**config.mk**
```make
export PLATFORM = sky130hd
export DESIGN_NAME = id_segment_register_file
export DESIGN_NICKNAME = d
export VERILOG_FILES = /design/src/shared/id_file_pkg.sv /design/src/hw/id_segment_register_file.sv /design/src/hw/id_file_mem.sv
export SDC_FILE = /design/constraint.sdc
export NUM_CORES = 1
export LEC_CHECK = 0
export BUFFER_PORTS_ARGS = -buffer_cell sky130_fd_sc_hd__buf_2
export CAP_MARGIN = 10
export CORE_ASPECT_RATIO = 1.2
export CORE_MARGIN = 2
export CORE_UTILIZATION = 60
export CTS_CLUSTER_DIAMETER = 100
export DETAILED_ROUTE_END_ITERATION = 8
export HOLD_SLACK_MARGIN = 0.1
export PLACE_DENSITY_LB_ADDON = 0.15
export SLEW_MARGIN = 20
export SYNTH_ARGS = -nofsm -noshare
export SYNTH_HDL_FRONTEND = slang
export SYNTH_SLANG_ARGS = --single-unit
```
**constraint.sdc**
```tcl
create_clock -name clock -period 12.27 [get_ports clock]
set_input_delay 0.6135 -clock clock [delete_from_list [all_inputs] [get_ports clock]]
set_output_delay 0.6135 -clock clock [all_outputs]
set_load 0.01 [all_outputs]
```
**src/shared/id_file_pkg.sv**
```systemverilog
`default_nettype none
package id_file_pkg;
   // Register offsets on the processor port
   localparam logic [7:0] POINTER_OFFSET = 8'h34;
   localparam logic [7:0] DATA_PORT_OFFSET = 8'h36;
   localparam logic [7:0] ERROR_FIELD_OFFSET = 8'h38;
   // Pointer register layout
   localparam int ACCESS_ENABLE_BIT = 7;
   localparam logic [4:0] POINTER_RESET = 5'h00;
   localparam logic ACCESS_ENABLE_RESET = 1'b0;
   localparam logic [7:0] BYTE_RESET = 8'h00;
   // Error field layout
   localparam int TRIGGER_BIT = 7;
   localparam int ECC_BIT = 6;
   localparam int SKIP_SEL_HI = 5;
   localparam int SKIP_SEL_LO = 4;
   // File geometry
   localparam int FILE_DEPTH = 32;
   localparam logic [4:0] ACTIVE_A_BASE = 5'h00;
   localparam logic [4:0] ACTIVE_B_BASE = 5'h0C;
   localparam logic [4:0] SEG_ACTIVE_B_BASE = 5'h04;
   localparam logic [4:0] SEG_COUNT_A_BASE = 5'h08;
   localparam logic [4:0] SEG_COUNT_B_BASE = 5'h10;
   localparam logic [4:0] EXPECTED_BASE = 5'h18;
   localparam logic [4:0] EXPECTED_LAST = 5'h1B;
   localparam logic [2:0] SEG_COUNT_LAST = 3'h7;
   // Settle time after a segmentation trigger, in link reference cycles
   localparam int SETTLE_CYCLES = 4;
   localparam logic [2:0] SETTLE_COUNT = 3'(SETTLE_CYCLES - 1);
   // Skip target select codes
   localparam logic [1:0] SKIP_ONE = 2'b00;
   localparam logic [1:0] SKIP_TWO = 2'b01;
   localparam logic [1:0] SKIP_THREE = 2'b10;
   typedef enum logic [1:0]
   {
      FIELD_ACTIVE = 2'b00,
      FIELD_SEG_COUNT = 2'b01,
      FIELD_EXPECTED = 2'b10
   } field_type;
   typedef enum logic [2:0]
   {
      ECC_NONE = 3'b000,
      ECC_DISK = 3'b001,
      ECC_FIFO = 3'b010,
      ECC_IMMEDIATE = 3'b100
   } ecc_source_type;
   typedef enum logic [2:0]
   {
      SEG_IDLE = 3'b001,
      SEG_PREP = 3'b010,
      SEG_RUN = 3'b100
   } seg_state_type;
endpackage : id_file_pkg
`default_nettype wire

```
**src/hw/id_segment_register_file.sv**
```systemverilog
// Contract
// - Keep a 32-byte file of captured, formatted and expected ID bytes.
// - Access enable set blocks sequencer access; processor pointer selects the location.
// - Five-bit pointer selects which file byte the data port reaches.
// - Data port read returns the pointed byte; a write replaces it.
// - IDs are top-justified in their block, consecutive, with no gaps.
// - Active A, Active B, expected IDs start at 0, 12, 24; flags follow.
// - Expected ID at 24-27, LBA if block format, else C/C/H/S.
// - LBA width select picks four or three expected address bytes.
// - LBA bytes: 27 bits 7-0, 26 15-8, 25 23-16, 24 30-24.
// - Segmented: Active A ID at 0-3, segment counts at 8-15.
// - Segmented: Active B ID at 4-7, segment counts at 16-23.
// - Active A and B hold identical copies; held after an error.
// - Error field register write supplies the next sequencer store byte.
// - Segmented mode plus trigger bit starts the segmentation logic; skip needs skip enable and instruction end.
// - Segment sizes come from the counts captured into the file.
// - ECC generate bit enables the ECC generator.
// - ECC source chosen from gates, buffer source and read compare enable.
// - Skip target select 00, 01, 10 picks skip address one, two, three.
`timescale 1ns/10ps
`default_nettype none
module id_segment_register_file
(
   input wire logic clock,
   input wire logic rst,
   input wire logic [7:0] busAddr,
   input wire logic [7:0] busWriteData,
   input wire logic busWrite,
   input wire logic busRead,
   output logic [7:0] busReadData,
   input wire logic segmented_sector_mode,
   input wire logic block_format_select,
   input wire logic lba_width_select,
   input wire logic seqWrite,
   input wire id_file_pkg::field_type seqField,
   input wire logic [2:0] seqIndex,
   input wire logic [7:0] seqData,
   input wire logic errorHold,
   input wire logic instrValid,
   input wire logic [7:0] instrErrorField,
   input wire logic instrEnd,
   input wire logic skipEnable,
   input wire logic read_gate_pin,
   input wire logic write_gate_pin,
   input wire logic bufferSource,
   input wire logic read_compare_enable,
   input wire logic segmentAdvance,
   output logic seqBlocked,
   output logic storeLoadValid,
   output logic [7:0] storeLoadData,
   output logic segmentStart,
   output logic segmentReady,
   output logic [7:0] segmentSize,
   output logic [2:0] segmentIndex,
   output logic eccEnable,
   output id_file_pkg::ecc_source_type eccSource,
   output logic skipJump,
   output logic [2:0] skipTarget,
   output logic expectedIsLba,
   output logic [30:0] expectedLba,
   output logic [31:0] expectedChs
);
   import id_file_pkg::*;

   function automatic logic [4:0] fieldBase(input field_type f, input logic copyB, input logic segMode);
      logic [4:0] b;
      b = EXPECTED_BASE;
      unique case (f)
         FIELD_ACTIVE: b = copyB ? (segMode ? SEG_ACTIVE_B_BASE : ACTIVE_B_BASE) : ACTIVE_A_BASE;
         FIELD_SEG_COUNT: b = copyB ? SEG_COUNT_B_BASE : SEG_COUNT_A_BASE;
         default: b = EXPECTED_BASE;
      endcase
      return b;
   endfunction : fieldBase

   logic accessEnable_reg, accessEnable_next;
   logic [4:0] pointer_reg, pointer_next;
   logic [7:0] busReadData_next;
   logic storeLoadValid_next;
   logic [7:0] storeLoadData_next;
   logic seqBlocked_next;
   logic weA, weB;
   logic [4:0] addrA, addrB, rdAddr;
   logic [7:0] dataA, dataB, memData;
   logic [7:0] exp_reg [4];
   logic [7:0] exp_next [4];
   logic expectedIsLba_next;
   logic [30:0] expectedLba_next;
   logic [31:0] expectedChs_next;
   seg_state_type segState_reg, segState_next;
   logic [2:0] settle_reg, settle_next;
   logic [2:0] segIdx_reg, segIdx_next;
   logic fetch_reg, fetch_next;
   logic segmentStart_next, segmentReady_next;
   logic [7:0] segmentSize_next;
   logic eccEnable_next;
   ecc_source_type eccSource_next;
   logic skipJump_next;
   logic [2:0] skipTarget_next;
   logic trigger;

   // Processor register port
   always_comb
   begin
      accessEnable_next = accessEnable_reg;
      pointer_next = pointer_reg;
      busReadData_next = BYTE_RESET;
      storeLoadValid_next = 1'b0;
      storeLoadData_next = storeLoadData;
      if (busWrite && busAddr == POINTER_OFFSET)
      begin
         accessEnable_next = busWriteData[ACCESS_ENABLE_BIT];
         pointer_next = busWriteData[4:0];
      end
      if (busWrite && busAddr == ERROR_FIELD_OFFSET)
      begin
         storeLoadValid_next = 1'b1;
         storeLoadData_next = busWriteData;
      end
      if (busRead && busAddr == POINTER_OFFSET)
      begin
         busReadData_next = {accessEnable_reg, 2'b00, pointer_reg};
      end
      if (busRead && busAddr == DATA_PORT_OFFSET && accessEnable_reg)
      begin
         busReadData_next = memData;
      end
   end

   always_ff @(posedge clock or posedge rst)
   begin
      if (rst)
      begin
         accessEnable_reg <= ACCESS_ENABLE_RESET;
         pointer_reg <= POINTER_RESET;
         busReadData <= BYTE_RESET;
         storeLoadValid <= 1'b0;
         storeLoadData <= BYTE_RESET;
      end
      else
      begin
         accessEnable_reg <= accessEnable_next;
         pointer_reg <= pointer_next;
         busReadData <= busReadData_next;
         storeLoadValid <= storeLoadValid_next;
         storeLoadData <= storeLoadData_next;
      end
   end

   // File port steering
   always_comb
   begin
      seqBlocked_next = accessEnable_next;
      weA = 1'b0;
      weB = 1'b0;
      addrA = fieldBase(seqField, 1'b0, segmented_sector_mode) + {2'b00, seqIndex};
      addrB = fieldBase(seqField, 1'b1, segmented_sector_mode) + {2'b00, seqIndex};
      dataA = seqData;
      dataB = seqData;
      // Look ahead one index so the count stands when fetched
      rdAddr = SEG_COUNT_A_BASE + {2'b00, segIdx_next};
      if (accessEnable_reg)
      begin
         rdAddr = pointer_reg;
         addrA = pointer_reg;
         dataA = busWriteData;
         weA = busWrite && busAddr == DATA_PORT_OFFSET;
      end
      else if (seqWrite)
      begin
         weA = !(seqField == FIELD_ACTIVE && errorHold);
         weB = seqField != FIELD_EXPECTED && !(seqField == FIELD_ACTIVE && errorHold);
      end
   end

   id_file_mem uMem
   (
      .clock(clock),
      .rst(rst),
      .writeEnA(weA),
      .writeAddrA(addrA),
      .writeDataA(dataA),
      .writeEnB(weB),
      .writeAddrB(addrB),
      .writeDataB(dataB),
      .readAddr(rdAddr),
      .readData(memData)
   );

   // Expected ID shadow
   always_comb
   begin
      for (int i = 0; i < 4; i++)
      begin
         exp_next[i] = exp_reg[i];
      end
      if (weA && addrA >= EXPECTED_BASE && addrA <= EXPECTED_LAST)
      begin
         exp_next[addrA[1:0]] = dataA;
      end
      expectedIsLba_next = block_format_select;
      expectedLba_next = {lba_width_select ? exp_next[0][6:0] : 7'h00, exp_next[1], exp_next[2], exp_next[3]};
      expectedChs_next = {exp_next[0], exp_next[1], exp_next[2], exp_next[3]};
   end

   always_ff @(posedge clock or posedge rst)
   begin
      if (rst)
      begin
         for (int i = 0; i < 4; i++)
         begin
            exp_reg[i] <= BYTE_RESET;
         end
         seqBlocked <= ACCESS_ENABLE_RESET;
         expectedIsLba <= 1'b0;
         expectedLba <= 31'h0000_0000;
         expectedChs <= 32'h0000_0000;
      end
      else
      begin
         exp_reg <= exp_next;
         seqBlocked <= seqBlocked_next;
         expectedIsLba <= expectedIsLba_next;
         expectedLba <= expectedLba_next;
         expectedChs <= expectedChs_next;
      end
   end

   // Segmentation engine and instruction fields
   assign trigger = instrValid && segmented_sector_mode && instrErrorField[TRIGGER_BIT];

   always_comb
   begin
      segState_next = segState_reg;
      settle_next = settle_reg;
      segIdx_next = segIdx_reg;
      fetch_next = 1'b0;
      segmentStart_next = 1'b0;
      segmentSize_next = segmentSize;
      if (trigger)
      begin
         segState_next = SEG_PREP;
         settle_next = SETTLE_COUNT;
         segIdx_next = 3'h0;
         segmentStart_next = 1'b1;
      end
      else
      begin
         unique case (segState_reg)
            SEG_IDLE:
            begin
               segIdx_next = 3'h0;
            end
            SEG_PREP:
            begin
               settle_next = settle_reg - 3'h1;
               if (settle_reg == 3'h0)
               begin
                  segState_next = SEG_RUN;
                  fetch_next = 1'b1;
               end
            end
            SEG_RUN:
            begin
               if (segmentAdvance && !accessEnable_reg)
               begin
                  fetch_next = 1'b1;
                  segIdx_next = segIdx_reg + 3'h1;
                  if (segIdx_reg == SEG_COUNT_LAST)
                  begin
                     segState_next = SEG_IDLE;
                     fetch_next = 1'b0;
                  end
               end
            end
         endcase
      end
      if (fetch_reg && !accessEnable_reg)
      begin
         segmentSize_next = memData;
      end
      segmentReady_next = segState_next == SEG_RUN && !fetch_next;
   end

   always_comb
   begin
      eccEnable_next = instrValid && instrErrorField[ECC_BIT];
      eccSource_next = ECC_NONE;
      if (eccEnable_next)
      begin
         if (read_gate_pin && (!read_compare_enable || bufferSource))
         begin
            eccSource_next = ECC_DISK;
         end
         else if (write_gate_pin)
         begin
            eccSource_next = bufferSource ? ECC_FIFO : ECC_IMMEDIATE;
         end
      end
      skipJump_next = 1'b0;
      skipTarget_next = 3'b000;
      if (instrValid && instrEnd && skipEnable && segmented_sector_mode)
      begin
         unique case (instrErrorField[SKIP_SEL_HI:SKIP_SEL_LO])
            SKIP_ONE: skipTarget_next = 3'b001;
            SKIP_TWO: skipTarget_next = 3'b010;
            SKIP_THREE: skipTarget_next = 3'b100;
            default: skipTarget_next = 3'b000;
         endcase
         skipJump_next = skipTarget_next != 3'b000;
      end
   end

   always_ff @(posedge clock or posedge rst)
   begin
      if (rst)
      begin
         segState_reg <= SEG_IDLE;
         settle_reg <= 3'h0;
         segIdx_reg <= 3'h0;
         fetch_reg <= 1'b0;
         segmentStart <= 1'b0;
         segmentReady <= 1'b0;
         segmentSize <= BYTE_RESET;
         segmentIndex <= 3'h0;
         eccEnable <= 1'b0;
         eccSource <= ECC_NONE;
         skipJump <= 1'b0;
         skipTarget <= 3'b000;
      end
      else
      begin
         segState_reg <= segState_next;
         settle_reg <= settle_next;
         segIdx_reg <= segIdx_next;
         fetch_reg <= fetch_next;
         segmentStart <= segmentStart_next;
         segmentReady <= segmentReady_next;
         segmentSize <= segmentSize_next;
         segmentIndex <= segIdx_next;
         eccEnable <= eccEnable_next;
         eccSource <= eccSource_next;
         skipJump <= skipJump_next;
         skipTarget <= skipTarget_next;
      end
   end

   AST_BLOCK_SEQ: assert property (@(posedge clock) disable iff (rst)
      accessEnable_reg |-> !weB) else $error("sequencer copy write while processor owns file");
   AST_POINTER_SEL: assert property (@(posedge clock) disable iff (rst)
      (accessEnable_reg && busWrite && busAddr == DATA_PORT_OFFSET) |-> (weA && addrA == pointer_reg))
      else $error("data port write missed pointed byte");
   AST_READBACK: assert property (@(posedge clock) disable iff (rst)
      (accessEnable_reg && busRead && busAddr == DATA_PORT_OFFSET) |=> busReadData == $past(memData))
      else $error("data port read wrong byte");
   AST_COPY_B: assert property (@(posedge clock) disable iff (rst)
      (!accessEnable_reg && seqWrite && seqField == FIELD_ACTIVE && !errorHold && !segmented_sector_mode)
      |-> (weA && weB && addrB == addrA + ACTIVE_B_BASE)) else $error("active copies not written together");
   AST_HOLD: assert property (@(posedge clock) disable iff (rst)
      (errorHold && seqField == FIELD_ACTIVE && !accessEnable_reg) |-> !weA && !weB)
      else $error("held active ID overwritten");
   AST_STORE_LOAD: assert property (@(posedge clock) disable iff (rst)
      (busWrite && busAddr == ERROR_FIELD_OFFSET) |=> storeLoadValid && storeLoadData == $past(busWriteData))
      else $error("store byte not presented");
   AST_SETTLE: assert property (@(posedge clock) disable iff (rst)
      (trigger ##1 !trigger [*4]) |-> !segmentReady) else $error("segmentation ready too early");
   AST_READY: assert property (@(posedge clock) disable iff (rst)
      (trigger ##1 (!trigger && !segmentAdvance) [*6]) |-> segmentReady) else $error("segmentation never ready");
   AST_ECC: assert property (@(posedge clock) disable iff (rst)
      (instrValid && instrErrorField[ECC_BIT] && write_gate_pin && !read_gate_pin && bufferSource)
      |=> eccEnable && eccSource == ECC_FIFO) else $error("ECC source not buffer FIFO");
   AST_SKIP: assert property (@(posedge clock) disable iff (rst)
      (instrValid && instrEnd && skipEnable && segmented_sector_mode
      && instrErrorField[SKIP_SEL_HI:SKIP_SEL_LO] == SKIP_TWO) |=> skipJump && skipTarget == 3'b010)
      else $error("skip target two not chosen");
   AST_RESET_OWNER: assert property (@(posedge clock)
      $fell(rst) |-> !accessEnable_reg && !seqBlocked) else $error("processor owns file after reset");
endmodule : id_segment_register_file
`default_nettype wire

```
**src/hw/id_file_mem.sv**
```systemverilog
`timescale 1ns/10ps
`default_nettype none
module id_file_mem
(
   input wire logic clock,
   input wire logic rst,
   input wire logic writeEnA,
   input wire logic [4:0] writeAddrA,
   input wire logic [7:0] writeDataA,
   input wire logic writeEnB,
   input wire logic [4:0] writeAddrB,
   input wire logic [7:0] writeDataB,
   input wire logic [4:0] readAddr,
   output logic [7:0] readData
);
   import id_file_pkg::*;

   logic [7:0] cell_reg [FILE_DEPTH];
   logic [7:0] readData_next;

   always_comb
   begin
      readData_next = cell_reg[readAddr];
   end

   always_ff @(posedge clock or posedge rst)
   begin
      if (rst)
      begin
         readData <= BYTE_RESET;
      end
      else
      begin
         readData <= readData_next;
      end
   end

   // One byte cell each; port A wins a same-address collision
   for (genvar i = 0; i < FILE_DEPTH; i++)
   begin : gCell
      logic [7:0] cell_next;
      always_comb
      begin
         cell_next = cell_reg[i];
         if (writeEnB && writeAddrB == 5'(i))
         begin
            cell_next = writeDataB;
         end
         if (writeEnA && writeAddrA == 5'(i))
         begin
            cell_next = writeDataA;
         end
      end
      always_ff @(posedge clock or posedge rst)
      begin
         if (rst)
         begin
            cell_reg[i] <= BYTE_RESET;
         end
         else
         begin
            cell_reg[i] <= cell_next;
         end
      end
   end
endmodule : id_file_mem
`default_nettype wire

```
Yosys cells after proc, flatten, opt, wreduce, memory -nomap -nowiden
Cells that the tools add are included.
Cells by class
  add/sub/neg operators: 5
  $lt $le $gt $ge: 5
  equality and inequality tests: 74
  mux-type cells: 109
  bitwise gates (word level): 2
  reduce and logical (&&, ||, !) cells: 129
Operators by type and width (count)
  8-bit two-way mux: 70
  5-bit == test (second input constant): 32
  1-bit logical AND: 85
  5-bit by 4-bit == test with 1-bit output (second input constant): 16
  2-bit nonzero test: 33
  3-bit two-way mux: 14
  8-bit binary-select mux with 5-bit select: 1
  5-bit by 3-bit == test with 1-bit output (second input constant): 8
  32-bit bitwise mux: 1
  32-bit two-way mux: 1
  8-bit by 6-bit == test with 1-bit output (second input constant): 3
  5-bit by 2-bit == test with 1-bit output (second input constant): 4
  5-bit case mux with 2 select lines: 2
  8-bit demux with 2-bit select: 1
  3-bit case mux with 2 select lines: 2
  1-bit two-way mux: 11
  5-bit by 3-bit adder with 5-bit output: 2
  5-bit by 1-bit == test with 1-bit output (second input constant): 2
  5-bit zero test: 2
  5-bit two-way mux: 2
  3-bit == test (second input constant): 3
  3-bit case mux with 3 select lines: 1
  7-bit two-way mux: 1
  6-bit >= comparator (second input constant): 1
  21 further kinds: 26
Word-level totals
  register bits after elaboration: 411
  output and inout bits: 103
  word-level logic and storage cells: 380

Logic depth before layout (Yosys ltp)
Gate-level depths: netlist of the first run.
  depth after elaboration: 12
  gate-level depth with buffers: 10
  gate-level depth less buffers: 9

Hierarchy
From an unflattened synthesis of the first run, not the netlist that was laid out.
Second synthesis, totals
  cell total of the unflattened synthesis: 2062
  area total of the unflattened synthesis: 19751.4 um2
By module, submodules not included
  id_file_mem: times used 1, cells an instance 1727, area an instance 15553.7 um2
  id_segment_register_file: times used 1, cells an instance 335, area an instance 4197.8 um2

Least setup slack after synthesis of the first run
OpenSTA, ideal clock, no wires.
  path type: input to register
  from: input seqField[0]
  to: register uMem.cell_reg[10] in the netlist's numbering
  arrival time: 2575 ps
  required time: 12133 ps
  setup slack: 9558 ps
  cell stages on the path: 8
  cells stage by stage: nor2_1 ha_1 ha_1 xnor2_1 nand3_1 nor2_1 mux2i_1 mux2i_1
On the way
  cells in the longest elaborated chain, start to end: 8
  elaborated cells on any way between the ends: 21
RTL lines
  start, declared: RTL line id_segment_register_file.sv:35  | input wire id_file_pkg::field_type seqField,
  branches (longest 8 deep; another with 5-bit by 3-bit adder with 5-bit output)
  end signal, assigned by index: RTL line id_file_mem.sv:62  | cell_reg[i] <= cell_next;
  end, declared: RTL line id_file_mem.sv:18  | logic [7:0] cell_reg [FILE_DEPTH];
Parallel ways; which one is timed is not known.
A chain may end at the register's enable or synchronous reset.

==> out/metrics.csv, run 1 <==
metric;value;unit
Clock Power Share;29.1;%
Logic pwr share;27.8;%
Distinct cells, synth;62;
most used cell, CP;buf_4;
r2r setup slk;8160;ps
final setup skew;19.44;ps
initial antenna violation count;2;
FFs w/ async S/R, synth;100.0;%
wire length per cell;25.40;um
Tightest Pin Transition;1187;ps
RSZ-0062 raised after global routing;no;
Post-CTS Setup Repair Bufs;0;
I/O Buffers;152;
Worst EP required;12620;ps
CP Class;flip-flop to flip-flop;
maximum fanout along the worst path;75;
P_int;2.559;mW
Yosys reg bits;355;
Sink Count;355;
R2R cell count;8;
most frequent cells in the layout;mux2i_1, dfrtp_1, nand2_1, nor2_1, buf_2;
cell family with most CP delay;buffers and inverters;
NetSw;1.332;mW
via count of the routed design;14700;
predominant post-synthesis flop cell;dfrtp_1;
Area Overhead vs Synth;11.10;%
Initial DRC Count;1649;
Sw Share;34.24;%
DRT Wirelength;56580;um
H-tree level count;2;
first-pass GRT wire length;86800;um
Crit path depth;8;
cell count after synthesis;1718;
cts repair resizes;0;
worst hold path cell count;1;
Final setup violation count;0;
worst min path class;primary input to flip-flop;
Core Area;30390;um2
crit-path cells;buf_4 -> a31oi_1 -> a211oi_4 -> buf_4 -> mux2i_1 -> a22oi_1 -> o211ai_1 -> nor4_1;
gpl congestion;0.9758;
Fin. Hold Viols;0;
sequential power share;43.1;%
fmax;243.1;MHz
Die Ht;196.0;um
Ys Warns;0;
CTS Root Cell;clkbuf_16;
number of buffers created by CTS;38;
Die Span X;164.0;um
site row count;70;
hold_buf cts;0;
Hold Path Origin;block_format_select;
Worst Setup End Kind;flip-flop;
Critical Path Start Type;flip-flop;
clock latency on the worst-skew pair;550;ps
share of layout cells above drive strength 1;16.99;%
Mapped Area;18430;um2
Worst Path Buf+Inv;2;
Worst path max stage delay;800;ps
Seq/Total Area, Yosys;48.22;%
# IOs;157;
Slowest-stage cell, CP;buf_4;
syn nets;1778;
Mean Syn Cell Area;10.73;um2
vias in the first global route;14630;
DR vias/cell;6.597;
Slew HR;20.55;%
Final ANT Viol Nets;0;
grt total ovfl;0;
CP Data Arrival Time;4460;ps
Post-route DRC;0;
worst hold slack;188.9;ps
initial core utilization;60.63;%
leakage power;10.21;nW
Die Area;32130;um2
max cap viols;0;
CP startpoint;seqBlocked;
Tmin final;4114;ps
fin. max-slew vios;0;
VDD IR max;0.1161;mV
GRT Overall Usage;35.71;%
First-pass DRT Iterations;6;
TritonCTS clock tree;done;
hpwl dp;35960;um
status;finished, final reports clean;
nets;1863;
Tcrit/Tclk final;33.53;%
power per cell area;190.1;nW/um2
largest net degree at the start of global routing;147;
setup TNS;0;ps
most common cell after layout, fill and taps aside;mux2i_1;
number of synthesized flops with an enable pin;0;
clock buffer depth;3;
r2r startpoint;seqBlocked;
Worst-path clk slew;60;ps
max FFs per register;256;
synth_stat cells (all sizes together) (2+ instances only):
master / instances / area, um2
o211ai: 10 / 75.07
buf: 68 / 442.9
nand2: 181 / 681.9
nor3b: 4 / 41.29
or3: 2 / 12.51
a221oi: 13 / 113.9
mux2: 43 / 484.2
nand4: 10 / 62.56
a211o: 4 / 35.03
nand3: 44 / 220.2
nor4: 12 / 117.6
a211oi: 6 / 67.56
o21bai: 2 / 15.01
o2111ai: 8 / 70.07
o21ai: 12 / 63.81
clkbuf: 57 / 214.0
and2: 23 / 143.9
inv: 29 / 108.9
a22oi: 17 / 127.6
nor3: 8 / 50.05
ha: 6 / 75.07
a31oi: 4 / 25.02
mux2i: 392 / 3924
or3b: 2 / 17.52
nor2b: 12 / 75.07
nand3b: 5 / 37.54
xnor2: 3 / 26.28
o311ai: 5 / 43.79
a21oi: 90 / 457.9
a221o: 65 / 650.6
and3: 3 / 18.77
nor2: 183 / 711.9
a32oi: 14 / 122.6
dfrtp: 354 / 8859
xor2: 3 / 26.28
a22o: 5 / 43.79
nand2b: 8 / 50.05
layout make-up:
cell class              instances  area (um2)
inverters                      29       121.4
well taps                     396       495.5
diodes                          2       5.005
flip-flops and latches        355        8886
clock inverters                13       105.1
repair buffers                170       895.9
clock buffers                  54        1112
fillers                      2338        9921
multi-input cells            1209        8850
worst reg2reg max path, delay by kind of cell (launching register included):
family	cells	cell delay, ps
muxes	1	290
and+or+nand+nor	1	660
buffers and inverters	2	1280
AOI/OAI and AO/OA	4	1070
DFF	1	630
metal layers:
| metal | part of all wire, % | vias to the layer above | GRT usage, % |
|---|---|---|---|
| li1 | - | 6338 | - |
| met3 | 8.3 | 203 | 7.484 |
| met2 | 47 | 799 | 55.88 |
| met5 | 0 | - | 0 |
| met1 | 39 | 7359 | 46.31 |
| met4 | 6.2 | 0 | 20.11 |
worst paths after layout:
| path | end |
|---|---|
| setup / recovery | uMem.readData[0] |
| hold / removal | expectedIsLba |
| setup reg to reg | uMem.readData[0] |
| hold reg to reg | busReadData[5] |
| max in group asynchronous | uMem.cell_reg[232] |
| min in group asynchronous | uMem.cell_reg[211] |
power by group through the flow:
stage / clock, mW / sequential, mW / combinational [mW]
finish: 1.13 / 1.68 / 1.08
global route: 1.19 / 1.71 / 1.16
CTS: 1.14 / 1.67 / 1.06
detailed placement: 0 / 1.68 / 1.06
global placement: 0 / 1.67 / 1.03
floorplan: 0 / 1.65 / 0.747
stage by stage:
| step | setup slack (ps) | total power [mW] | util (%) | area (um2) | instances |
|---|---|---|---|---|---|
| 3_3_place_gp | 8424 | 2.700 | 63.29 | 19230 | 2159 |
| 6_report | 8156 | 3.892 | 67.36 | 20470 | 2228 |
| 4_1_cts | 8330 | 3.875 | 67.29 | 20450 | 2226 |
| 5_1_grt | 8118 | 4.059 | 67.35 | 20470 | 2227 |
| 3_5_place_dp | 8370 | 2.744 | 63.29 | 19230 | 2159 |
| 2_1_floorplan | 1810 | 2.401 | - | 18430 | 1718 |
cells by family after synthesis:
family | count (synthesis) | share of synthesized area (%)
simple gates | 502 | 12.39
mux | 435 | 23.92
flops | 355 | 48.22
compound gates | 260 | 10.63
buf+inv | 154 | 4.156
xor+xnor | 6 | 0.2852
fa+ha+maj | 6 | 0.4074
No activity file was read; power rests on OpenSTA's default activity.
==> run 2, diff against run 1 <==
--- a/config.mk
+++ b/config.mk
@@ -9,7 +9,7 @@
 export CAP_MARGIN = 10
 export CORE_ASPECT_RATIO = 1.2
 export CORE_MARGIN = 2
-export CORE_UTILIZATION = 60
+export CORE_UTILIZATION = 55
 export CTS_CLUSTER_DIAMETER = 100
 export DETAILED_ROUTE_END_ITERATION = 8
 export HOLD_SLACK_MARGIN = 0.1
==> constraint.sdc (replaced) <==
create_clock -name clock -period 3.65 [get_ports clock]
set_input_delay 0.1825 -clock clock [delete_from_list [all_inputs] [get_ports clock]]
set_output_delay 0.1825 -clock clock [all_outputs]
set_load 0.01 [all_outputs]
==> out/metrics.csv, run 2 (synthesized netlist as in run 1, its figures left out) <==
metric;value;unit;change
Core Area;33060;um2;+8.8%
max cap viols;0;;unchanged
leakage power;10.64;nW;+4.3%
Final Core Density;64.60;%;-2.8 points
Post-route DRC;0;;unchanged
Critical Path Start Type;flip-flop;;
Area Overhead vs Synth;15.92;%;
post-layout instance area;21360;um2;+4.3%
first-pass GRT wire length;90830;um;+4.7%
FILL cells;2720;;+16%
clock buffer depth;3;;unchanged
crit-path cells;xor2_1 -> a31oi_1 -> a211oi_4 -> buf_4 -> nand2_1 -> a32oi_1 -> nand4_1 -> a211oi_2;;
initial antenna violation count;0;;-2
VDD IR max;0.5106;mV;+340%
Tightest Pin Transition;1152;ps;-35.89 ps
clock latency on the worst-skew pair;540;ps;about the same
share of layout cells above drive strength 1;18.82;%;+1.8 points
Die Ht;204.5;um;+4.4%
cell total after placement;2265;;+4.9%
Initial DRC Count;1482;;-10%
TritonCTS clock tree;done;;
Slew HR;22.72;%;+2.2 points
Final ANT Viol Nets;0;;unchanged
Final setup violation count;0;;unchanged
Slowest-stage cell, CP;a211oi_4;;
Die Area;34990;um2;+8.9%
# IOs;157;;unchanged
DRT Wirelength;59700;um;+5.5%
Post-CTS Setup Repair Bufs;0;;unchanged
most common cell after layout, fill and taps aside;mux2i_1;;
RSZ-0062 raised after global routing;no;;
Worst Path Buf+Inv;1;;-1
max FFs per register;256;;unchanged
post-route setup slack;221.0;ps;-7935 ps
Worst EP required;4090;ps;-8530 ps
cell family with most CP delay;compound AO/OA/AOI/OAI gates;;
nets;1944;;+4.3%
final setup skew;13.54;ps;-5.897 ps
gpl congestion;0.9573;;-1.9%
initial core utilization;55.73;%;-4.9 points
Tmin final;3429;ps;-685.1 ps
GRT Overall Usage;34.53;%;-1.2 points
worst hold slack;124.1;ps;-64.80 ps
CP Class;flip-flop to flip-flop;;
Tcrit/Tclk final;93.94;%;+60 points
maximum fanout along the worst path;13;;-83%
I/O Buffers;152;;unchanged
number of buffers created by CTS;38;;unchanged
grt total ovfl;0;;unchanged
Worst path max stage delay;690;ps;-110 ps
wire length per cell;25.26;um;-0.52%
H-tree level count;2;;unchanged
Sink Count;355;;unchanged
Final Non-Filler Cells;2363;;+6.1%
cts repair resizes;0;;unchanged
Worst Setup End Kind;flip-flop;;
largest net degree at the start of global routing;129;;-12%
status;finished, final reports clean;;
worst min path class;primary input to flip-flop;;
via count of the routed design;14920;;+1.5%
worst slack, placed;445.1;ps;-7925 ps
Die Span X;171.1;um;+4.3%
fin. max-slew vios;0;;unchanged
Worst-path clk slew;60;ps;about the same
power per cell area;626.5;nW/um2;+230%
Fin. Hold Viols;0;;unchanged
site row count;73;;+4.3%
hpwl dp;39280;um;+9.2%
antenna cells;0;;-2
DR vias/cell;6.312;;-4.3%
fmax;291.6;MHz;+20%
most frequent cells in the layout;mux2i_1, dfrtp_1, nand2_1, nor2_1, buf_2;;
vias in the first global route;15110;;+3.3%
CP Data Arrival Time;3870;ps;-590 ps
placed inst area;19810;um2;+3.0%
CTS Root Cell;clkbuf_16;;
First-pass DRT Iterations;7;;+1
## run 2: cell count changes in the layout (fill, tap and decap cells not counted), sizes merged
cell | before | now
diode | 2 | 0
dlygate4sd3 | 0 | 29
inv | 29 | 28
buf | 170 | 222
bufinv | 1 | 2
clkbuf | 54 | 56
## run 2: area by class of cell
cell class / count / area, um2 / share of cell area (%)
Tap cell: 450 / 563.0 / 2.636
Clock buffer: 56 / 1142 / 5.348
Inverter: 29 / 112.6 / 0.5272
Sequential cell: 355 / 8886 / 41.60
Timing Repair Buffer: 251 / 1652 / 7.732
Multi-Input combinational cell: 1209 / 8884 / 41.59
Clock inverter: 13 / 120.1 / 0.5624
## run 2: layer usage
metal	vias up	share of wire, %	GRT usage [%]
met3	202	7.3	5.139
li1	6516	-	-
met4	0	5.9	19.01
met2	723	47	55.30
met1	7474	40	45.20
met5	-	0	0
## run 2: worst paths after layout
kind                                   from                to  slack (ps)  cells after the start
max in group asynchronous               rst        seqBlocked        2230                      4
setup reg to reg            segState_reg[0]  uMem.readData[5]         220                      8
hold reg to reg            storeLoadData[1]  storeLoadData[1]         510                      1
setup / recovery            segState_reg[0]  uMem.readData[5]         220                      8
hold / removal               segmentAdvance      segmentReady         120                      3
min in group asynchronous               rst          skipJump         250                      3
## run 2: worst reg2reg max path, cell delays in order (launching register included)
cell and delay [ps]:
dfstp_2 620, xor2_1 310, a31oi_1 220, a211oi_4 700, buf_4 350, nand2_1 80
a32oi_1 400, nand4_1 410, a211oi_2 260
## run 2: per-stage QoR
step	setup TNS, ps	total power [mW]
after floorplan	-455960	8.074
after global placement	0	9.250
after detailed placement	0	9.388
after CTS	0	13.35
after global routing	0	13.98
final	0	13.38
## run 2: timing repair
action | 4_1_cts | 5_1_grt
hold buffers | 29 | 0
endpoints found under the hold margin | 53 | 0
setup endpoints to repair | 0 | 0
## run 2: power by group
group | leakage [nW] | switching (mW) | internal (mW)
Sequential | 4.44 | 0.686 | 4.99
Clock | 0.623 | 1.62 | 2.32
Combinational | 5.58 | 2.21 | 1.56
Total | 10.6 | 4.51 | 8.87
==> run 3, diff against run 2 <==
--- a/config.mk
+++ b/config.mk
@@ -14,6 +14,7 @@
 export DETAILED_ROUTE_END_ITERATION = 8
 export HOLD_SLACK_MARGIN = 0.1
 export PLACE_DENSITY_LB_ADDON = 0.15
+export SETUP_SLACK_MARGIN = 0.5
 export SLEW_MARGIN = 20
 export SYNTH_ARGS = -nofsm -noshare
 export SYNTH_HDL_FRONTEND = slang
==> out/metrics.csv, run 3 (synthesized netlist as in run 1, its figures left out) <==
metric;value;unit;change
power per cell area;627.4;nW/um2;+0.15%
# IOs;157;;unchanged
Slew HR;24.84;%;+2.1 points
cell family with most CP delay;compound AO/OA/AOI/OAI gates;;
Clock Power Share;29.4;%;about the same
largest net degree at the start of global routing;129;;unchanged
most common cell after layout, fill and taps aside;mux2i_1;;
number of buffers created by CTS;38;;unchanged
initial antenna violation count;0;;unchanged
Sink Count;355;;unchanged
I/O Buffers;152;;unchanged
Initial DRC Count;1429;;-3.6%
global route hottest layer;met2;;
setup TNS;0;ps;unchanged
status;finished, final reports clean;;
CP Class;flip-flop to flip-flop;;
VDD IR max;0.5109;mV;about the same
fmax;325.9;MHz;+12%
sequential power share;42.3;%;about the same
TritonCTS clock tree;done;;
Final setup violation count;0;;unchanged
Tcrit/Tclk final;84.08;%;-9.9 points
Die Area;34990;um2;unchanged
grt met1 use;45.13;%;-0.064 points
initial core utilization;55.73;%;unchanged
most frequent cells in the layout;mux2i_1, dfrtp_1, nand2_1, nor2_1, buf_2;;
crit-path cells;or3b_1 -> a21oi_4 -> a211o_1 -> buf_12 -> nand2_1 -> a32oi_1 -> nand4_1 -> a211oi_2;;
DRT Wirelength;59990;um;+0.49%
Sw Share;33.81;%;+0.10 points
met3 usage;5.139;%;unchanged
CTS Root Cell;clkbuf_16;;
H-tree level count;2;;unchanged
NetSw;4.547;mW;+0.78%
Worst EP required;4090;ps;about the same
worst slack, placed;445.1;ps;unchanged
FILL cells;2711;;-0.33%
GRT Overall Usage;34.52;%;about the same
share of layout cells above drive strength 1;19.25;%;+0.43 points
Tightest Pin Transition;1120;ps;-31.61 ps
post-route setup slack;581.2;ps;+360.1 ps
clock buffer depth;3;;unchanged
RSZ-0062 raised after global routing;yes;;
via count of the routed design;14970;;+0.36%
Post-route DRC;0;;unchanged
Final ANT Viol Nets;0;;unchanged
wire length per cell;25.34;um;+0.32%
leakage power;10.67;nW;+0.28%
post-layout instance area;21430;um2;+0.33%
clock latency on the worst-skew pair;540;ps;about the same
Worst path max stage delay;630;ps;-60 ps
Worst Path Buf+Inv;1;;unchanged
P_int;8.900;mW;+0.33%
CP Data Arrival Time;3510;ps;-360 ps
Total Power;13.45;mW;+0.48%
gpl congestion;0.9573;;unchanged
fin. max-slew vios;0;;unchanged
site row count;73;;unchanged
maximum fanout along the worst path;47;;+34
first-pass GRT wire length;90800;um;about the same
Slowest-stage cell, CP;dfstp_2;;
antenna cells;0;;unchanged
Fin. Hold Viols;0;;unchanged
Die Ht;204.5;um;unchanged
Die Span X;171.1;um;unchanged
grt total ovfl;0;;unchanged
DR vias/cell;6.324;;+0.19%
placed inst area;19810;um2;unchanged
final setup skew;17.18;ps;+3.632 ps
max FFs per register;256;;unchanged
worst min path class;primary input to flip-flop;;
Logic pwr share;28.4;%;+0.3 points
First-pass DRT Iterations;6;;-1
Final Core Density;64.82;%;+0.22 points
nets;1948;;+0.21%
Worst Setup End Kind;flip-flop;;
Worst-path clk slew;60;ps;about the same
Area Overhead vs Synth;16.30;%;
routing usage on met2;55.26;%;about the same
Critical Path Start Type;flip-flop;;
Tmin final;3069;ps;-360.1 ps
Core Area;33060;um2;unchanged
max cap viols;0;;unchanged
hpwl dp;39280;um;unchanged
vias in the first global route;15130;;+0.099%
==> run 3: final timing paths <==
| kind | cells past startpoint | end | startpoint | slack, ps |
|---|---|---|---|---|
| worst min register to register | 1 | storeLoadData[4] | storeLoadData[4] | 510 |
| worst max register to register | 8 | uMem.readData[5] | segState_reg[0] | 580 |
| max in group asynchronous | 4 | seqBlocked | rst | 2220 |
| worst max-delay path | 8 | uMem.readData[5] | segState_reg[0] | 580 |
| worst min-delay path | 3 | segmentReady | segmentAdvance | 120 |
| min in group asynchronous | 3 | skipJump | rst | 250 |
==> run 3: layout make-up <==
cell class	count	area, um2	share of cell area [%]
Clock buffer	56	1142	5.330
Multi-Input combinational cell	1209	8916	41.60
Tap cell	450	563.0	2.627
Timing Repair Buffer	255	1690	7.888
Inverter	29	112.6	0.5255
Clock inverter	13	120.1	0.5605
Sequential cell	355	8886	41.46
==> run 3: routing by layer <==
metal  share of wire, %  up-vias  routed length [um]
met3                7.3      220                4367
li1                   -     6518                   -
met5                  0        -                   0
met4                6.3        0                3774
met2                 46      739               27890
met1                 40     7492               23960
==> run 3: through the flow <==
stage / hold WS, ps / std cells
floorplan: 213.9 / 1718
global placement: 259.2 / 2265
detailed placement: 269.1 / 2265
CTS: 114.2 / 2365
global route: 151.9 / 2367
finish: 122.9 / 2367
==> run 3: worst min-delay path, cell delays in order <==
cell and delay, ps:
buf_2 120, nand3b_1 130, o2111a_1 190
==> run 3: repair_timing <==
| action | 4_1_cts | 5_1_grt |
|---|---|---|
| setup endpoints to repair | 5 | 7 |
| setup buffers | 2 | 1 |
| resized for setup | 0 | 7 |
| endpoints found under the hold margin | 53 | 0 |
| gates cloned | 0 | 1 |
| hold buffers | 29 | 0 |
| pin swaps | 1 | 1 |
==> run 3: power by group through the flow <==
stage | clock network (mW) | registers, mW | logic [mW]
finish | 3.95 | 5.68 | 3.82
global route | 4.13 | 5.78 | 4.12
global placement | 0 | 5.67 | 3.58
CTS | 3.97 | 5.66 | 3.73
detailed placement | 0 | 5.70 | 3.68
floorplan | 0 | 5.56 | 2.51
